`config.mk`:
```
export PLATFORM = sky130hd
export DESIGN_NAME = smbus_temp_register_port
export DESIGN_NICKNAME = d
export VERILOG_FILES = /design/src/core/smbus_temp_pkg.sv /design/src/core/line_events.sv /design/src/core/temp_clip.sv /design/src/core/smbus_temp_register_port.sv
export SDC_FILE = /design/constraint.sdc
export NUM_CORES = 1
export LEC_CHECK = 0
export ABC_CLOCK_PERIOD_IN_PS = 5500
export BUFFER_PORTS_ARGS = -buffer_cell sky130_fd_sc_hd__clkbuf_2
export CAP_MARGIN = 20
export CORE_ASPECT_RATIO = 1.5
export CORE_MARGIN = 3
export CORE_UTILIZATION = 40
export DETAILED_ROUTE_END_ITERATION = 7
export PLACE_DENSITY = 0.68
export SETUP_SLACK_MARGIN = 0.05
export SLEW_MARGIN = 20
export SYNTH_ARGS = -nofsm -noshare
export SYNTH_HDL_FRONTEND = slang
export SYNTH_HIERARCHICAL = 1
export SYNTH_SLANG_ARGS = --single-unit
```
`constraint.sdc`:
```
create_clock -name clk -period 5.5 [get_ports clk]
set_input_delay 0.275 -clock clk [delete_from_list [all_inputs] [get_ports clk]]
set_output_delay 0.275 -clock clk [all_outputs]
set_load 0.005 [all_outputs]
```
`src/core/smbus_temp_pkg.sv`:
```
package smbus_temp_pkg;

   // Register pointer values.
   localparam logic [7:0] REG_CH1_TEMP  = 8'h00;
   localparam logic [7:0] REG_CH2_TEMP  = 8'h01;
   localparam logic [7:0] REG_GEN_CFG   = 8'h02;

   // Configuration register layout and reset value.
   localparam logic [7:0] GEN_CFG_RESET = 8'h00;
   localparam int         CH2_LOCAL_BIT = 1;

   // Value returned for a pointer that selects no register.
   localparam logic [7:0] UNMAPPED_READ = 8'h00;

   // Upper five address bits; the value is arbitrary.
   localparam logic [4:0] ADDR_HIGH     = 5'h04;

   // Bit counting within one byte on the bus.
   localparam logic [3:0] BYTE_BITS     = 4'h8;
   localparam logic [3:0] LAST_BIT      = 4'h7;
   localparam logic [3:0] CNT_ZERO      = 4'h0;
   localparam logic [3:0] CNT_ONE       = 4'h1;

   // Clipped temperature value and width of a raw reading.
   localparam logic [7:0] TEMP_FLOOR    = 8'h00;
   localparam int         MEAS_W        = 9;

   typedef struct packed {
      logic scl_rise;
      logic scl_fall;
      logic start;
      logic stop;
      logic sda;
   } line_ev_t;

   // Whole-degree readings in two's complement.
   typedef struct packed {
      logic signed [MEAS_W-1:0] remote1;
      logic signed [MEAS_W-1:0] remote2;
      logic signed [MEAS_W-1:0] die;
   } meas_t;

   typedef enum logic [3:0] {
      ST_IDLE      = 4'h0,
      ST_ADDR      = 4'h1,
      ST_ADDR_ACK  = 4'h3,
      ST_CMD       = 4'h2,
      ST_CMD_ACK   = 4'h6,
      ST_WDATA     = 4'h7,
      ST_WDATA_ACK = 4'h5,
      ST_RDATA     = 4'h4,
      ST_RDATA_ACK = 4'hc,
      ST_IGNORE    = 4'hd
   } state_t;

endpackage : smbus_temp_pkg

```
`src/core/line_events.sv`:
```
module line_events (
   input  wire logic                     clk,   // System clock
   input  wire logic                     reset, // Synchronous, active high
   input  wire logic                     scl,   // Bus clock level
   input  wire logic                     sda,   // Bus data level
   output smbus_temp_pkg::line_ev_t      ev     // Decoded bus events
);

   logic scl_r;
   logic sda_r;
   logic scl_nxt;
   logic sda_nxt;

   always_comb begin
      scl_nxt     = scl;
      sda_nxt     = sda;
      ev.scl_rise = scl & ~scl_r;
      ev.scl_fall = ~scl & scl_r;
      // Data may only move while the clock is low, so an edge on data
      // with the clock held high marks a frame boundary.
      ev.start    = scl & scl_r & sda_r & ~sda;
      ev.stop     = scl & scl_r & ~sda_r & sda;
      ev.sda      = sda;
   end

   always_ff @(posedge clk) begin
      if (reset) begin
         scl_r <= 1'b1;
         sda_r <= 1'b1;
      end else begin
         scl_r <= scl_nxt;
         sda_r <= sda_nxt;
      end
   end

endmodule : line_events

```
`src/core/temp_clip.sv`:
```
module temp_clip (
   input  wire logic                                    clk,   // Clock
   input  wire logic                                    reset, // Sync reset
   input  wire logic signed [smbus_temp_pkg::MEAS_W-1:0] meas,  // Raw reading
   output logic             [7:0]                       temp   // Register
);

   logic [7:0] temp_nxt;

   always_comb begin
      temp_nxt = meas[7:0];
      if (meas[smbus_temp_pkg::MEAS_W-1]) begin
         temp_nxt = smbus_temp_pkg::TEMP_FLOOR;
      end
   end

   always_ff @(posedge clk) begin
      if (reset) begin
         temp <= smbus_temp_pkg::TEMP_FLOOR;
      end else begin
         temp <= temp_nxt;
      end
   end
endmodule : temp_clip

```
`src/core/smbus_temp_register_port.sv`:
```
module smbus_temp_register_port (
   input  wire logic                  clk,       // 10 MHz system clock
   input  wire logic                  reset,     // Synchronous, active high
   input  wire logic [1:0]            addr_sel,  // Address variant strap
   input  wire logic                  scl,       // Bus clock from master
   input  wire logic                  sda_in,    // Bus data level
   input  wire smbus_temp_pkg::meas_t meas,      // Raw readings, degrees
   output logic                       sda_out,   // Data drive value
   output logic                       sda_oe,    // High pulls data low
   output logic                       ch2_local  // Channel 2 uses die
);

   smbus_temp_pkg::line_ev_t ev;
   smbus_temp_pkg::state_t   state_r;
   smbus_temp_pkg::state_t   state_nxt;

   logic [3:0] cnt_r;
   logic [3:0] cnt_nxt;
   logic [7:0] sh_r;
   logic [7:0] sh_nxt;
   logic [7:0] tx_r;
   logic [7:0] tx_nxt;
   logic       rw_r;
   logic       rw_nxt;
   logic [7:0] ptr_r;
   logic [7:0] ptr_nxt;
   logic [7:0] cfg_r;
   logic [7:0] cfg_nxt;
   logic       oe_r;
   logic       oe_nxt;
   logic [6:0] addr_r;
   logic [7:0] ch1_temp;
   logic [7:0] ch2_temp;
   logic [7:0] rd_data;
   logic signed [smbus_temp_pkg::MEAS_W-1:0] ch2_raw;

   line_events u_line_events (
      .clk   (clk),
      .reset (reset),
      .scl   (scl),
      .sda   (sda_in),
      .ev    (ev)
   );

   // Channel 2 source follows the configuration bit.
   assign ch2_raw = cfg_r[smbus_temp_pkg::CH2_LOCAL_BIT] ? meas.die
                                                         : meas.remote2;

   temp_clip u_clip_ch1 (
      .clk   (clk),
      .reset (reset),
      .meas  (meas.remote1),
      .temp  (ch1_temp)
   );

   temp_clip u_clip_ch2 (
      .clk   (clk),
      .reset (reset),
      .meas  (ch2_raw),
      .temp  (ch2_temp)
   );

   // Register file read side, one byte per pointer value.
   always_comb begin
      case (ptr_r)
         smbus_temp_pkg::REG_CH1_TEMP: rd_data = ch1_temp;
         smbus_temp_pkg::REG_CH2_TEMP: rd_data = ch2_temp;
         smbus_temp_pkg::REG_GEN_CFG:  rd_data = cfg_r;
         default:                      rd_data = smbus_temp_pkg::UNMAPPED_READ;
      endcase
   end

   always_comb begin
      state_nxt = state_r;
      cnt_nxt   = cnt_r;
      sh_nxt    = sh_r;
      tx_nxt    = tx_r;
      rw_nxt    = rw_r;
      ptr_nxt   = ptr_r;
      cfg_nxt   = cfg_r;
      oe_nxt    = oe_r;
      if (ev.stop) begin
         // A stop right after the command byte closes a send byte frame.
         state_nxt = smbus_temp_pkg::ST_IDLE;
         oe_nxt    = 1'b0;
      end else if (ev.start) begin
         // A repeated start lands here too, turning the frame to a read.
         state_nxt = smbus_temp_pkg::ST_ADDR;
         cnt_nxt   = smbus_temp_pkg::CNT_ZERO;
         oe_nxt    = 1'b0;
      end else begin
         case (state_r)
            smbus_temp_pkg::ST_ADDR,
            smbus_temp_pkg::ST_CMD,
            smbus_temp_pkg::ST_WDATA: begin
               if (ev.scl_rise) begin
                  sh_nxt  = {sh_r[6:0], ev.sda};
                  cnt_nxt = cnt_r + smbus_temp_pkg::CNT_ONE;
               end else if (ev.scl_fall &&
                            cnt_r == smbus_temp_pkg::BYTE_BITS) begin
                  cnt_nxt = smbus_temp_pkg::CNT_ZERO;
                  oe_nxt  = 1'b1;
                  if (state_r == smbus_temp_pkg::ST_ADDR) begin
                     if (sh_r[7:1] == addr_r) begin
                        rw_nxt    = sh_r[0];
                        state_nxt = smbus_temp_pkg::ST_ADDR_ACK;
                     end else begin
                        oe_nxt    = 1'b0;
                        state_nxt = smbus_temp_pkg::ST_IGNORE;
                     end
                  end else if (state_r == smbus_temp_pkg::ST_CMD) begin
                     ptr_nxt   = sh_r;
                     state_nxt = smbus_temp_pkg::ST_CMD_ACK;
                  end else begin
                     // Read-only and unmapped bytes take the ack only.
                     if (ptr_r == smbus_temp_pkg::REG_GEN_CFG) begin
                        cfg_nxt = sh_r;
                     end
                     state_nxt = smbus_temp_pkg::ST_WDATA_ACK;
                  end
               end
            end
            smbus_temp_pkg::ST_ADDR_ACK: begin
               if (ev.scl_fall) begin
                  if (rw_r) begin
                     tx_nxt    = rd_data;
                     oe_nxt    = ~rd_data[7];
                     state_nxt = smbus_temp_pkg::ST_RDATA;
                  end else begin
                     oe_nxt    = 1'b0;
                     state_nxt = smbus_temp_pkg::ST_CMD;
                  end
               end
            end
            smbus_temp_pkg::ST_CMD_ACK: begin
               if (ev.scl_fall) begin
                  oe_nxt    = 1'b0;
                  state_nxt = smbus_temp_pkg::ST_WDATA;
               end
            end
            smbus_temp_pkg::ST_WDATA_ACK: begin
               // Only one data byte per write frame; extra bytes get no ack.
               if (ev.scl_fall) begin
                  oe_nxt    = 1'b0;
                  state_nxt = smbus_temp_pkg::ST_IGNORE;
               end
            end
            smbus_temp_pkg::ST_RDATA: begin
               if (ev.scl_fall) begin
                  if (cnt_r == smbus_temp_pkg::LAST_BIT) begin
                     oe_nxt    = 1'b0;
                     cnt_nxt   = smbus_temp_pkg::CNT_ZERO;
                     state_nxt = smbus_temp_pkg::ST_RDATA_ACK;
                  end else begin
                     tx_nxt  = {tx_r[6:0], 1'b0};
                     oe_nxt  = ~tx_r[6];
                     cnt_nxt = cnt_r + smbus_temp_pkg::CNT_ONE;
                  end
               end
            end
            smbus_temp_pkg::ST_RDATA_ACK: begin
               if (ev.scl_rise && ev.sda) begin
                  state_nxt = smbus_temp_pkg::ST_IGNORE;
               end else if (ev.scl_fall) begin
                  // A master that acks gets the same register once more.
                  tx_nxt    = rd_data;
                  oe_nxt    = ~rd_data[7];
                  state_nxt = smbus_temp_pkg::ST_RDATA;
               end
            end
            default: begin
               state_nxt = state_r;
            end
         endcase
      end
   end

   always_ff @(posedge clk) begin
      if (reset) begin
         state_r <= smbus_temp_pkg::ST_IDLE;
         cnt_r   <= smbus_temp_pkg::CNT_ZERO;
         sh_r    <= smbus_temp_pkg::UNMAPPED_READ;
         tx_r    <= smbus_temp_pkg::UNMAPPED_READ;
         rw_r    <= 1'b0;
         ptr_r   <= smbus_temp_pkg::REG_CH1_TEMP;
         cfg_r   <= smbus_temp_pkg::GEN_CFG_RESET;
         oe_r    <= 1'b0;
         // The strap is caught while reset is held and kept afterwards.
         addr_r  <= {smbus_temp_pkg::ADDR_HIGH, addr_sel};
      end else begin
         state_r <= state_nxt;
         cnt_r   <= cnt_nxt;
         sh_r    <= sh_nxt;
         tx_r    <= tx_nxt;
         rw_r    <= rw_nxt;
         ptr_r   <= ptr_nxt;
         cfg_r   <= cfg_nxt;
         oe_r    <= oe_nxt;
      end
   end

   // Open drain: the driven level is always low, only the enable moves.
   always_ff @(posedge clk) begin
      if (reset) begin
         sda_out   <= 1'b0;
         sda_oe    <= 1'b0;
         ch2_local <= 1'b0;
      end else begin
         sda_out   <= 1'b0;
         sda_oe    <= oe_nxt;
         ch2_local <= cfg_nxt[smbus_temp_pkg::CH2_LOCAL_BIT];
      end
   end
endmodule : smbus_temp_register_port

```
Word level (Yosys, flattened, before mapping)
Cells that the tools add are included. Widths: inputs -> output; s select.

Output and inout port bits: 3. Bits in registers: 61. Word-level logic and storage cells: 134. Input port bits: 33.

Reductions and logical operators: 23. Eq/ne operators: 35. $add $sub $neg: 1. Bitwise operators: 18. Multiplexer cells: 42.

Operator list (count): $mux 4 (16); $mux 7 (6); $reduce_and 9->1 (3); $ne 3x3->1 const B (8); $pmux 4 s6 (1); $pmux 8 s3 (1); $ne 2x2->1 const B (11); $pmux 7 s3 (1); $eq 4x3->1 const B (5); $reduce_and 8->1 (2); $reduce_and 7->1 (2); $mux 1 (12); $not 1->1 (11); $mux 9 (1); $eq 4x2->1 const B (2); $eq 4x4->1 const B (2); $eq 8x1->1 const B (1); $eq 8x2->1 const B (1); $logic_not 8->1 (1); $ne 4x4->1 const B (2); $pmux 4 s2 (1); $reduce_and 4->1 (2); $reduce_or 2->1 (4); $and 1x1->1 (7); 13 further kinds (16).

Longest topological paths before layout
Gate-level depths: netlist of run 1.

Depth in word-level cells: 7. Depth in mapped cells: 8. Mapped depth without buffers: 7.

Modules after synthesis
Netlist of run 1, hierarchy kept.

By module, submodules not included: smbus_temp_register_port (times used 1, area each 2616.3 µm², sequential area each 880.8 µm², cells an instance 299); temp_clip (times used 2, area each 282.8 µm², sequential area each 160.2 µm², cells an instance 18); line_events (times used 1, area each 92.6 µm², sequential area each 40.0 µm², cells an instance 9).

Worst setup path after synthesis of run 1
OpenSTA, ideal clock, no wires.

Path type: reg-to-reg. Start: reg u_line_events.scl_r. End: reg cfg_r[0]. Path buffers: 1. Period minus slack after synthesis: 1940 ps. Setup slack: 3560 ps. Data required time: 5371 ps. Arrival time: 1812 ps. Cell stages (with the launch flop): 8. Setup time: 129 ps. Cells stage by stage: dfxtp_1 > and4b_1 > clkbuf_1 > nor2_1 > nand3b_1 > nor4_4 > mux2i_1 > nor2_1.

RTL lines: start, declared (line line_events.sv:9) `logic scl_r;`; start signal, assigned (line line_events.sv:31) `scl_r <= scl_nxt;`; end signal, assigned (line smbus_temp_register_port.sv:186) `cfg_r <= smbus_temp_pkg::GEN_CFG_RESET;`; end signal, assigned (line smbus_temp_register_port.sv:197) `cfg_r <= cfg_nxt;`; end, declared (line smbus_temp_register_port.sv:27) `logic [7:0] cfg_r;`.

Final worst setup path of run 1
Start: reg state_r[0]. End: reg sh_r[5].

Longest elaborated chain between the ends: 3. Elaborated cells on any way between the ends: 5. Classes of those cells: 3 x eq/ne; 2 x reduce/logical.

RTL lines: start, declared (line smbus_temp_register_port.sv:14) `smbus_temp_pkg::state_t state_r;`; start signal, assigned (line smbus_temp_register_port.sv:180) `state_r <= smbus_temp_pkg::ST_IDLE;`; start signal, assigned (line smbus_temp_register_port.sv:191) `state_r <= state_nxt;`; $eq 4x1->1, or another cell as far along (line smbus_temp_register_port.sv:92) `case (state_r)`; $reduce_or 3->1 (*) (line smbus_temp_register_port.sv:92); $reduce_and 4->1 (no line) (*); end signal, assigned (line smbus_temp_register_port.sv:182) `sh_r <= smbus_temp_pkg::UNMAPPED_READ;`; end signal, assigned (line smbus_temp_register_port.sv:193) `sh_r <= sh_nxt;`; end, declared (line smbus_temp_register_port.sv:19) `logic [7:0] sh_r;`.

Every way passes the cells marked *; elsewhere a longest branch is shown, timed or not. A chain may end at the register's enable or synchronous reset.

==> impl_results.md, run 1 <==
- Status: finished clean
- Proportion of synthesized area in mux cells: 0.149
- Clock Latency Late Sink: 0.33 ns
- Post-DRT Antenna Nets: 0
- CP required: 5.69 ns
- Hold Fails Final Rpt: 0
- Final total power: 1.06 mW
- Number of DRC violations after detailed-routing iteration 0: 183
- Max-slew violations: 0
- Area Overhead vs Synth: 13.3%
- XOR/XNOR Fraction of Synth Area: 0.0107
- Cell taking the most area after synthesis: dfxtp_1
- WP data arrival: around 2.8 ns
- Ratio of cells with drive above 1 in the final layout: 0.239
- Total track usage: 0.164
- GRT overflow: 0
- Clk_skew: between 0.005 and 0.006 ns
- Placed Area: 3410 um^2
- Crit path buf inv count: 0
- Synth Net Count: around 380
- Drt wl/cell: ~15 um
- EDFF count, synth: 2
- Max incr delay on CP: about 0.93 ns
- Placed cell count: roughly 450
- Post-Syn Area: approximately 3300 um^2
- Fin crit period: 2.64 ns
- Number of global-route vias before repair: about 2.5k
- Largest cells by area after synthesis: dfxtp_1, mux2i_1, nor3b_2
- Detailed Routing Iterations Pass 1: 4
- Slowest CP cell: dfxtp_1
- Sequential share of the synthesized area: 0.379
- ANT cells: 0
- Yosys cell types: 61
- Largest family of logic cells by synthesized area: simple AND/OR/NAND/NOR gates
- Die area: between 9000 and 10,000 um^2
- Post-DR vias/cell: approximately 5.5
- Seq cells post-synth: 61
- Synth Warn #: 6
- Post-synthesis cell count: approximately 340
- # hold bufs at CTS: 0
- Synth top area share: 0.361
- Post-CTS Resized: 0
- Total negative slack: 0 ns
- Pleak: 1.24 nW
- HP Start: addr_sel[0]
- Tightest Pin Transition: ~0.94 ns
- Port Buffers: 34
- Clock Root Buffer: clkbuf_16
- Final GP Congestion: 0.870
- Hold crit path type: in2reg
- Fraction of the mapped netlist area in simple logic gates: 0.282
- Pwr dens: ~290 nW/um^2
- Finished Layout Cells: between 400 and 500
- Core ar.: roughly 7800 um^2
- # DRC: 0
- Max clock buf depth: 2
- Critical Path Start: state_r[0]
- Setup crit start kind: register
- Final #Nets: about 400
- Final WS setup: between 2 and 3 ns
- Largest net degree at the start of global routing: 61
- Top delay family on crit path: simple AND/OR/NAND/NOR gates
- I/O pin count: 36
- First-pass GRT wire length: roughly 12 mm
- Max VDD drop: 231 uV
- Fmax: about 380 MHz
- Chip Width: between 70 and 80 um
- Unrepaired setup endpoints after global routing: false
- Max_slew headroom: 0.374
- Initial antenna violation count: 0
- Fin util: 0.475
- Vias: between 2k and 3k
- CTS H-tree lvls: 3
- Clock transition at the registers of the reported paths: 0.05 ns
- CP cell instances: nor3b_1 > a21oi_1 > nor3_2 > mux2i_1 > nor2_1
- CTS Buf Count: 9
- Die Y: around 120 um
- R2r startpoint: state_r[0]
- Setup Fix Bufs, Post-CTS: 0
- CTS Sinks: 61
- WS Path Type: reg2reg
- Ys async rst share: 0
- WL final: between 7 and 8 mm
- Synth Area in Adders: 0.00764
- Max Cap Violations: 0
- CTS tree: yes
- Dpl hpwl: 4.77 mm
- Hold WS: around 0.12 ns
- Crit-path max FO: 26
- Main synth FF type: dfxtp_1
- Row count: 39
- Initial Utilization: 0.419
- Place WS: roughly 2.9 ns
- Synth Area in Compound Gates: 0.113
- CP endpoint kind: register
- Synth Area per Inst: between 9 and 10 um^2
- Final setup viols: 0
- Final Cycle Share: 0.481
- Design area: ~3700 um^2
-- power by group --
part | switching, mW | internal, mW
combinational | 0.0305 | 0.0259
clock | 0.195 | 0.352
sequential | 0.00611 | 0.452
total | 0.231 | 0.830
-- cell families after synthesis --
family                   Yosys count
AND/OR/NAND/NOR                  144
flip-flops                        61
AO/OA/AOI/OAI                     53
multiplexers                      47
buffers and inverters             32
XOR/XNOR                           4
adder cells (fa/ha/maj)            2
other                              1
-- registers in the layout, indices dropped and copies added (netlist names), 2 cells and up --
name / cells
tx_r: 7
sh_r: 8
cfg_r: 8
u_clip_ch2/temp: 8
addr_r: 2
u_clip_ch1/temp: 8
cnt_r: 4
ptr_r: 8
state_r: 4
-- path summary, 6_finish.rpt --
check | to | slack, ns | cells past startpoint
max | sh_r[5] | 2.86 | 5
max reg2reg | sh_r[5] | 2.86 | 5
min | addr_r[0] | 0.12 | 1
min reg2reg | tx_r[0] | 0.48 | 2
-- cell usage after synthesis (2+ instances only) --
cell and n:
inv_1 5, or3_1 2, clkbuf_1 10, a31oi_1 2
nor2b_1 6, nor4b_1 4, nand2_1 24, dfxtp_1 59
nand3_1 6, o21ai_0 13, edfxtp_1 2, nor3b_1 2
nand3b_1 3, nor3_1 6, o2111ai_1 3, buf_6 6
nor4bb_1 2, nand4_1 2, buf_4 4, buf_2 6
a22oi_1 6, a21oi_1 6, mux2i_1 36, and4b_1 3
nor3b_2 16, ha_1 2, nand2b_1 6, xnor2_1 4
nor4_4 2, nor3_2 3, a41oi_1 2, nor2_1 43
nor4_1 3, or2_1 2, mux2_2 10, a211oi_1 8
-- per-layer routing --
layer,global-route usage,vias up,part of all wire
li1,-,1280,-
met1,0.178,1209,0.39
met2,0.284,74,0.52
met3,0.0391,20,0.051
met4,0.101,0,0.041
met5,0,-,0
-- placed cells by master (no fill, tap or decap), types with 3 or more instances in the layout --
| cell | instances |
|---|---|
| and4b_1 | 3 |
| mux2_2 | 10 |
| nor3b_2 | 16 |
| nor2b_1 | 6 |
| a21oi_1 | 6 |
| nor4_1 | 3 |
| nand2_1 | 24 |
| mux2i_1 | 36 |
| nor3_2 | 3 |
| nand2b_1 | 6 |
| dfxtp_1 | 59 |
| clkbuf_8 | 4 |
| o2111ai_1 | 3 |
| inv_1 | 5 |
| a211oi_1 | 8 |
| nor4b_1 | 4 |
| nor3_1 | 6 |
| xnor2_1 | 4 |
| clkbuf_2 | 34 |
| nand3b_1 | 3 |
| nand3_1 | 6 |
| clkbuf_16 | 9 |
| o21ai_0 | 13 |
| a22oi_1 | 6 |
| nor2_1 | 43 |
-- cell type report --
cell class | count | area (um^2)
Fill cell | 747 | 4100
Multi-Input combinational cell | 251 | 1850
Sequential cell | 61 | 1240
Clock buffer | 13 | 280
Timing Repair Buffer | 35 | 178
Tap cell | 102 | 128
Inverter | 5 | 18.8
Clock inverter | 3 | 17.5
Note: power is estimated with default switching activity, not from simulation.
==> inputs of run 2 (changes only) <==
--- a/config.mk
+++ b/config.mk
@@ -5,14 +5,15 @@
 export SDC_FILE = /design/constraint.sdc
 export NUM_CORES = 1
 export LEC_CHECK = 0
-export ABC_CLOCK_PERIOD_IN_PS = 5500
+export ABC_AREA = 1
+export ABC_CLOCK_PERIOD_IN_PS = 2180
 export BUFFER_PORTS_ARGS = -buffer_cell sky130_fd_sc_hd__clkbuf_2
 export CAP_MARGIN = 20
 export CORE_ASPECT_RATIO = 1.5
 export CORE_MARGIN = 3
 export CORE_UTILIZATION = 40
 export DETAILED_ROUTE_END_ITERATION = 7
-export PLACE_DENSITY = 0.68
+export PLACE_DENSITY = 0.7
 export SETUP_SLACK_MARGIN = 0.05
 export SLEW_MARGIN = 20
 export SYNTH_ARGS = -nofsm -noshare
==> constraint.sdc (replaced) <==
create_clock -name clk -period 2.18 [get_ports clk]
set_input_delay 0.109 -clock clk [delete_from_list [all_inputs] [get_ports clk]]
set_output_delay 0.109 -clock clk [all_outputs]
set_load 0.005 [all_outputs]
==> impl_results.md, run 2 <==
- Pwr dens: 1010 nW/um^2 (+250%)
- CTS H-tree lvls: 3 (unchanged)
- Max Cap Violations: 0 (unchanged)
- WS Path Type: reg2reg
- Proportion of synthesized area in mux cells: 0.0318 (-0.117)
- ANT cells: 0 (unchanged)
- Sequential share of the synthesized area: 0.389 (+0.00981)
- Post-DRT Antenna Nets: 0 (unchanged)
- Most common cell in the netlist: nand2_1
- Area Overhead vs Synth: 19.9%
- Synth Net Count: 488 (+29%)
- Fraction of the mapped netlist area in simple logic gates: 0.320 (+0.0383)
- Ys async rst share: 0 (unchanged)
- EDFF count, synth: 2 (unchanged)
- Row count: 39 (unchanged)
- Fmax: 528 MHz (+40%)
- XOR/XNOR Fraction of Synth Area: 0.00549 (-0.00521)
- Commonest non-fill, non-tap cells in the layout: nand2_1, inv_1, dfxtp_1
- Clock Latency Late Sink: 0.33 ns (about the same)
- WL final: 7.15 mm (+0.96%)
- Hold crit path type: in2reg
- Vias: 2,883 (+12%)
- Detailed Routing Iterations Pass 1: 4 (unchanged)
- Place WS: 0.351 ns (-2.54 ns)
- RR Endpoint: cnt_r[1]
- CP endpoint kind: register
- Initial Utilization: 0.414 (-0.00540)
- Reg2reg path depth: 9 (+4)
- Drt wl/cell: 11.9 um (-21%)
- Clock transition at the registers of the reported paths: 0.05 ns (about the same)
- CTS tree: yes
- Core ar.: 7710 um^2 (-1.3%)
- Clk_skew: 0.00461 ns (-0.000830 ns)
- Cell taking the most area after synthesis: dfxtp_1
- Largest family of logic cells by synthesized area: simple AND/OR/NAND/NOR gates
- Max clock buf depth: 2 (unchanged)
- Main synth FF type: dfxtp_1
- Number of DRC violations after detailed-routing iteration 0: 177 (-3.3%)
- CTS Sinks: 61 (unchanged)
- Total track usage: 0.177 (+0.0136)
- Post-DR vias/cell: 4.79 (-13%)
- Setup crit start kind: register
- Unrepaired setup endpoints after global routing: false
- Synth Area per Inst: 7.05 um^2 (-26%)
- Crit-path max FO: 9 (-65%)
- GRT overflow: 0 (unchanged)
- Final #Nets: 531 (+33%)
- CP required: 2.40 ns (-3.29 ns)
- Pleak: 1.80 nW (+45%)
- R2r startpoint: u_line_events/scl_r
- Final GP Congestion: 0.947 (+8.8%)
- # DRC: 0 (unchanged)
- Ratio of cells with drive above 1 in the final layout: 0.218 (-0.0211)
- I/O pin count: 36 (unchanged)
- Max_slew headroom: 0.549 (+0.175)
- CTS Buf Count: 9 (unchanged)
- Die Y: 115 um (-1.2%)
- Hold EP: u_clip_ch1/temp[5]
- Final total power: 3.88 mW (+270%)
- Fillers: 784 (+5.0%)
- Synth Area in Compound Gates: 0.129 (+0.0163)
- Final Cycle Share: 0.869 (+0.388)
- Register Area: 1240 um^2 (unchanged)
- Hold Fails Final Rpt: 0 (unchanged)
- Initial antenna violation count: 0 (unchanged)
- First-pass GRT wire length: 12.6 mm (+6.4%)
- Die area: 9110 um^2 (-2.4%)
- Yosys cell types: 37 (-39%)
- Number of global-route vias before repair: 2,826 (+13%)
- Dpl hpwl: 5.23 mm (+9.6%)
- WP data arrival: 2.11 ns (-0.72 ns)
- Max-slew violations: 0 (unchanged)
- Fin crit period: 1.89 ns (-0.751 ns)
- Synth Warn #: 6 (unchanged)
- Final WS setup: 0.286 ns (-2.57 ns)
- Seq cells post-synth: 61 (unchanged)
- Post-synthesis cell count: 453 (+32%)
- Synth top area share: 0.370 (+0.00933)
- Chip Width: 78.9 um (-1.2%)
- Port Buffers: 34 (unchanged)
- Post-Syn Area: 3190 um^2 (-2.5%)
- Synth cell count leaders: nand2_1, inv_1, dfxtp_1
- HP Start: meas[23]
- Post-CTS Resized: 0 (unchanged)
- Total negative slack: 0 ns (unchanged)
- Hold Crit Depth: 3 (+2)
- Clock Root Buffer: clkbuf_16
- Tightest Pin Transition: 0.675 ns (-0.262 ns)
- Synth Area in Adders: 0.00784 (+0.000198)
- Largest net degree at the start of global routing: 27 (-56%)
- Max VDD drop: 521 uV (+130%)
- R2r setup slk: 0.29 ns (-2.57 ns)
- Area of the multi-input gates: 1580 um^2 (-14%)
- Final setup viols: 0 (unchanged)
- Status: finished clean
- Most common cell after layout, fill and taps aside: nand2_1
- Largest cells by area after synthesis: dfxtp_1, nand2_1, inv_1
## run 2: critical path: stages (launching register included)
cell and delay [ns]:
dfxtp_1 0.35, nand2_1 0.08, nor2_1 0.53, inv_2 0.09
nand2_1 0.17, inv_1 0.06, nand3_1 0.09, nand3_2 0.14
o21ai_0 0.22, nor2_1 0.06
## run 2: repair_timing
item,4_1_cts,5_1_grt
setup buffers,0,0
hold endpoints to repair,9,0
hold buffers,9,0
## run 2: final cells by class
| class | instances | area share |
|---|---|---|
| clock buffer | 10 | 0.0625 |
| timing repair buffer | 46 | 0.0739 |
| tap | 102 | 0.0334 |
| multi-input combinational | 304 | 0.414 |
| sequential | 61 | 0.324 |
| clock inverter | 5 | 0.0196 |
| inverter | 74 | 0.0726 |
## run 2: logic make-up (layout without fill, tap and decap cells)
| group | after synthesis | count (layout) |
|---|---|---|
| AOI/OAI and AO/OA | 80 | 80 |
| xor gates and xnor gates | 2 | 2 |
| adders and majority gates | 2 | 2 |
| buffers and inverters | 88 | 135 |
| DFF | 61 | 61 |
| muxes | 9 | 9 |
| other | 1 | 1 |
| and+or+nand+nor | 210 | 210 |
## run 2: where the power goes
part,internal [mW],leakage [nW],switching (mW)
sequential,1.23,0.500,0.0912
clock,1.02,0.158,0.491
combinational,0.359,1.15,0.687
## run 2: routing by layer
metal | vias up | GRT usage | wire length (um)
met5 | - | 0 | 0
met4 | 0 | 0.107 | 257
met3 | 20 | 0.0376 | 276
met2 | 71 | 0.320 | 3700
met1 | 1285 | 0.187 | 2920
li1 | 1507 | - | -
## run 2: stage by stage
stage,instances,hold slack (ns),cell area [um^2],util
detailed placement,578,0.289,3420,0.444
global route,602,0.0203,3830,0.496
CTS,602,0.00536,3830,0.496
finish,602,0.00794,3830,0.496
global placement,578,0.286,3420,0.444
floorplan,453,0.205,3190,-
## run 2: worst max-delay path by stage
stage | from | endpoint | slack, ns | cells past startpoint
2_1_floorplan | u_line_events/scl_r | cfg_r[1] | 0.68 | 11
3_3_place_gp | u_line_events/scl_r | cnt_r[1] | 0.36 | 9
3_5_place_dp | u_line_events/scl_r | cnt_r[1] | 0.35 | 9
4_1_cts | u_line_events/scl_r | cnt_r[1] | 0.31 | 9
5_1_grt | u_line_events/scl_r | cnt_r[2] | 0.14 | 10
6_report | u_line_events/scl_r | cnt_r[1] | 0.29 | 9
==> inputs of run 3 (changes only) <==
--- a/config.mk
+++ b/config.mk
@@ -13,7 +13,7 @@
 export CORE_MARGIN = 3
 export CORE_UTILIZATION = 40
 export DETAILED_ROUTE_END_ITERATION = 7
-export PLACE_DENSITY = 0.7
+export PLACE_DENSITY = 0.6
 export SETUP_SLACK_MARGIN = 0.05
 export SLEW_MARGIN = 20
 export SYNTH_ARGS = -nofsm -noshare
==> impl_results.md, run 3 (same netlist as run 2, synthesis figures left out) <==
- Detailed Routing Iterations Pass 1: 4 (unchanged)
- Most common cell after layout, fill and taps aside: nand2_1
- Final GP Congestion: 0.886 (-6.4%)
- Combinational share of power: 0.274 (+0.004)
- Initial antenna violation count: 0 (unchanged)
- Max_slew headroom: 0.651 (+0.102)
- Fillers: 808 (+3.1%)
- Initial Utilization: 0.414 (unchanged)
- Status: finished clean
- Fmax: 538 MHz (+1.9%)
- Setup crit start kind: input pin
- Unrepaired setup endpoints after global routing: false
- Crit-path max FO: 6 (-3)
- Slowest CP cell: dlygate4sd3_1
- Final setup viols: 0 (unchanged)
- CTS H-tree lvls: 3 (unchanged)
- First-pass GRT wire length: 12.3 mm (-2.2%)
- Max-slew violations: 0 (unchanged)
- Post-DR vias/cell: 4.82 (+0.70%)
- Largest net degree at the start of global routing: 27 (unchanged)
- Post-DRT Antenna Nets: 0 (unchanged)
- Ratio of cells with drive above 1 in the final layout: 0.218 (-0.000435)
- Number of DRC violations after detailed-routing iteration 0: 111 (-37%)
- Dpl hpwl: 5.31 mm (+1.5%)
- RR Endpoint: cnt_r[0]
- Clk pwr share: 0.375 (-0.014)
- Pwr dens: 986 nW/um^2 (-2.8%)
- Clock Root Buffer: clkbuf_16
- Max VDD drop: 526 uV (+0.98%)
- Switch share: 0.330 (+0.00284)
- Reg2reg path depth: 9 (unchanged)
- Chip Width: 78.9 um (unchanged)
- Clock Latency Late Sink: 0.33 ns (about the same)
- WL final: 7.08 mm (-1.0%)
- Vias: 2,908 (+0.87%)
- CP required: 2.43 ns (+0.03 ns)
- WS Path Type: in2reg
- Fin util: 0.496 (about the same)
- R2r startpoint: state_r[2]
- GRT overflow: 0 (unchanged)
- Final Cycle Share: 0.853 (-0.0161)
- Core ar.: 7710 um^2 (unchanged)
- Setup Fix Bufs, Post-CTS: 0 (unchanged)
- Most used cell, CP: inv_1
- Fin crit period: 1.86 ns (-0.0350 ns)
- Finished Layout Cells: 603 (+0.17%)
- ANT cells: 0 (unchanged)
- NetSw: 1.24 mW (-1.9%)
- P_int: 2.53 mW (-3.1%)
- CP Capture Point: cnt_r[0]
- Total negative slack: 0 ns (unchanged)
- Max incr delay on CP: 0.52 ns (about the same)
- Max clock buf depth: 2 (unchanged)
- CP cell instances: dlygate4sd3_1 > clkbuf_2 > inv_1 > nor2_1 > inv_1 > nand2_1 > inv_1 > nand3_1 > nand3_2 > inv_1 > nand2_1 > a21oi_1
- Final total power: 3.77 mW (-2.7%)
- Row count: 39 (unchanged)
- Drt wl/cell: 11.7 um (-1.2%)
- Hold Fails Final Rpt: 0 (unchanged)
- # DRC: 0 (unchanged)
- Clock transition at the registers of the reported paths: 0.05 ns (about the same)
- Placed cell count: 577 (-0.17%)
- Total track usage: 0.174 (-0.00318)
- Tightest Pin Transition: 0.520 ns (-0.155 ns)
- CP endpoint kind: register
- Seq pwr share: 0.350 (+0.009)
- R2r setup slk: 0.45 ns (+0.16 ns)
- Final #Nets: 532 (+0.19%)
- CTS Buf Count: 9 (unchanged)
- CTS Sinks: 61 (unchanged)
- WP data arrival: 2.11 ns (about the same)
- Die area: 9110 um^2 (unchanged)
- Port Buffers: 34 (unchanged)
- Area Overhead vs Synth: 19.9% (about the same)
- Hold crit path type: in2reg
- Max Cap Violations: 0 (unchanged)
- Clk_skew: 0.00681 ns (+0.00220 ns)
- Pleak: 1.80 nW (-0.40%)
- Commonest non-fill, non-tap cells in the layout: nand2_1, inv_1, dfxtp_1
- I/O pin count: 36 (unchanged)
- Number of global-route vias before repair: 2,833 (+0.25%)
- CTS tree: yes
- Critical Path Start: scl
- Die Y: 115 um (unchanged)
## run 3: cell count changes in the layout (fill, tap and decap cells not counted), sizes merged
cell,previous run,this run
dlygate4sd3,9,11
clkinv,5,4
bufinv,2,1
clkinvlp,0,1
buf,3,2
clkbuf,44,45
## run 3: cell type report
type	count	area, um^2	share of cell area
Clock buffer	11	253	0.0660
Clock inverter	4	47.5	0.0124
Inverter	74	278	0.0726
Multi-Input combinational cell	304	1590	0.414
Sequential cell	61	1240	0.324
Tap cell	102	128	0.0333
Timing Repair Buffer	47	295	0.0771
## run 3: worst min path at each step
stage / startpoint / to / slack [ns] / cells after the start
final: sda_in / u_line_events/sda_r / 0.05 / 3
after global routing: sda_in / u_line_events/sda_r / 0.06 / 3
after CTS: sda_in / u_line_events/sda_r / 0.05 / 3
after detailed placement: addr_sel[1] / addr_r[1] / 0.30 / 1
after global placement: addr_sel[0] / addr_r[0] / 0.29 / 1
after floorplan: scl / u_line_events/scl_r / 0.21 / 2
## run 3: layer usage
metal,GRT usage,share of wire
met1,0.183,0.38
met2,0.322,0.55
met3,0.0345,0.045
met4,0.0940,0.027
met5,0,0
## run 3: what timing repair did
action / 4_1_cts / 5_1_grt
endpoints found under the hold margin: 11 / 0
resized for setup: 0 / 1
hold buffers: 11 / 0
endpoints found under the setup margin: 0 / 5
## run 3: stage by stage
step / hold slack [ns] / setup WS (ns) / instance area [um^2]
2_1_floorplan: 0.205 / 0.681 / 3190
3_3_place_gp: 0.286 / 0.311 / 3410
3_5_place_dp: 0.297 / 0.328 / 3410
4_1_cts: 0.0452 / 0.243 / 3820
5_1_grt: 0.0584 / 0.110 / 3830
6_report: 0.0550 / 0.321 / 3830
## run 3: worst max-delay path, delay by kind of cell
family / cells / cell delay, ns
AO/OA/AOI/OAI: 1 / 0.12
buffers and inverters: 6 / 1.06
AND/OR/NAND/NOR: 5 / 0.83
## run 3: power by group through the flow
stage | sequential, mW | combinational (mW) | clock [mW]
detailed placement | 1.34 | 1.02 | 0
CTS | 1.32 | 1.04 | 1.46
finish | 1.32 | 1.03 | 1.42
global route | 1.34 | 1.20 | 1.49
global placement | 1.34 | 1.01 | 0
floorplan | 1.32 | 0.822 | 0
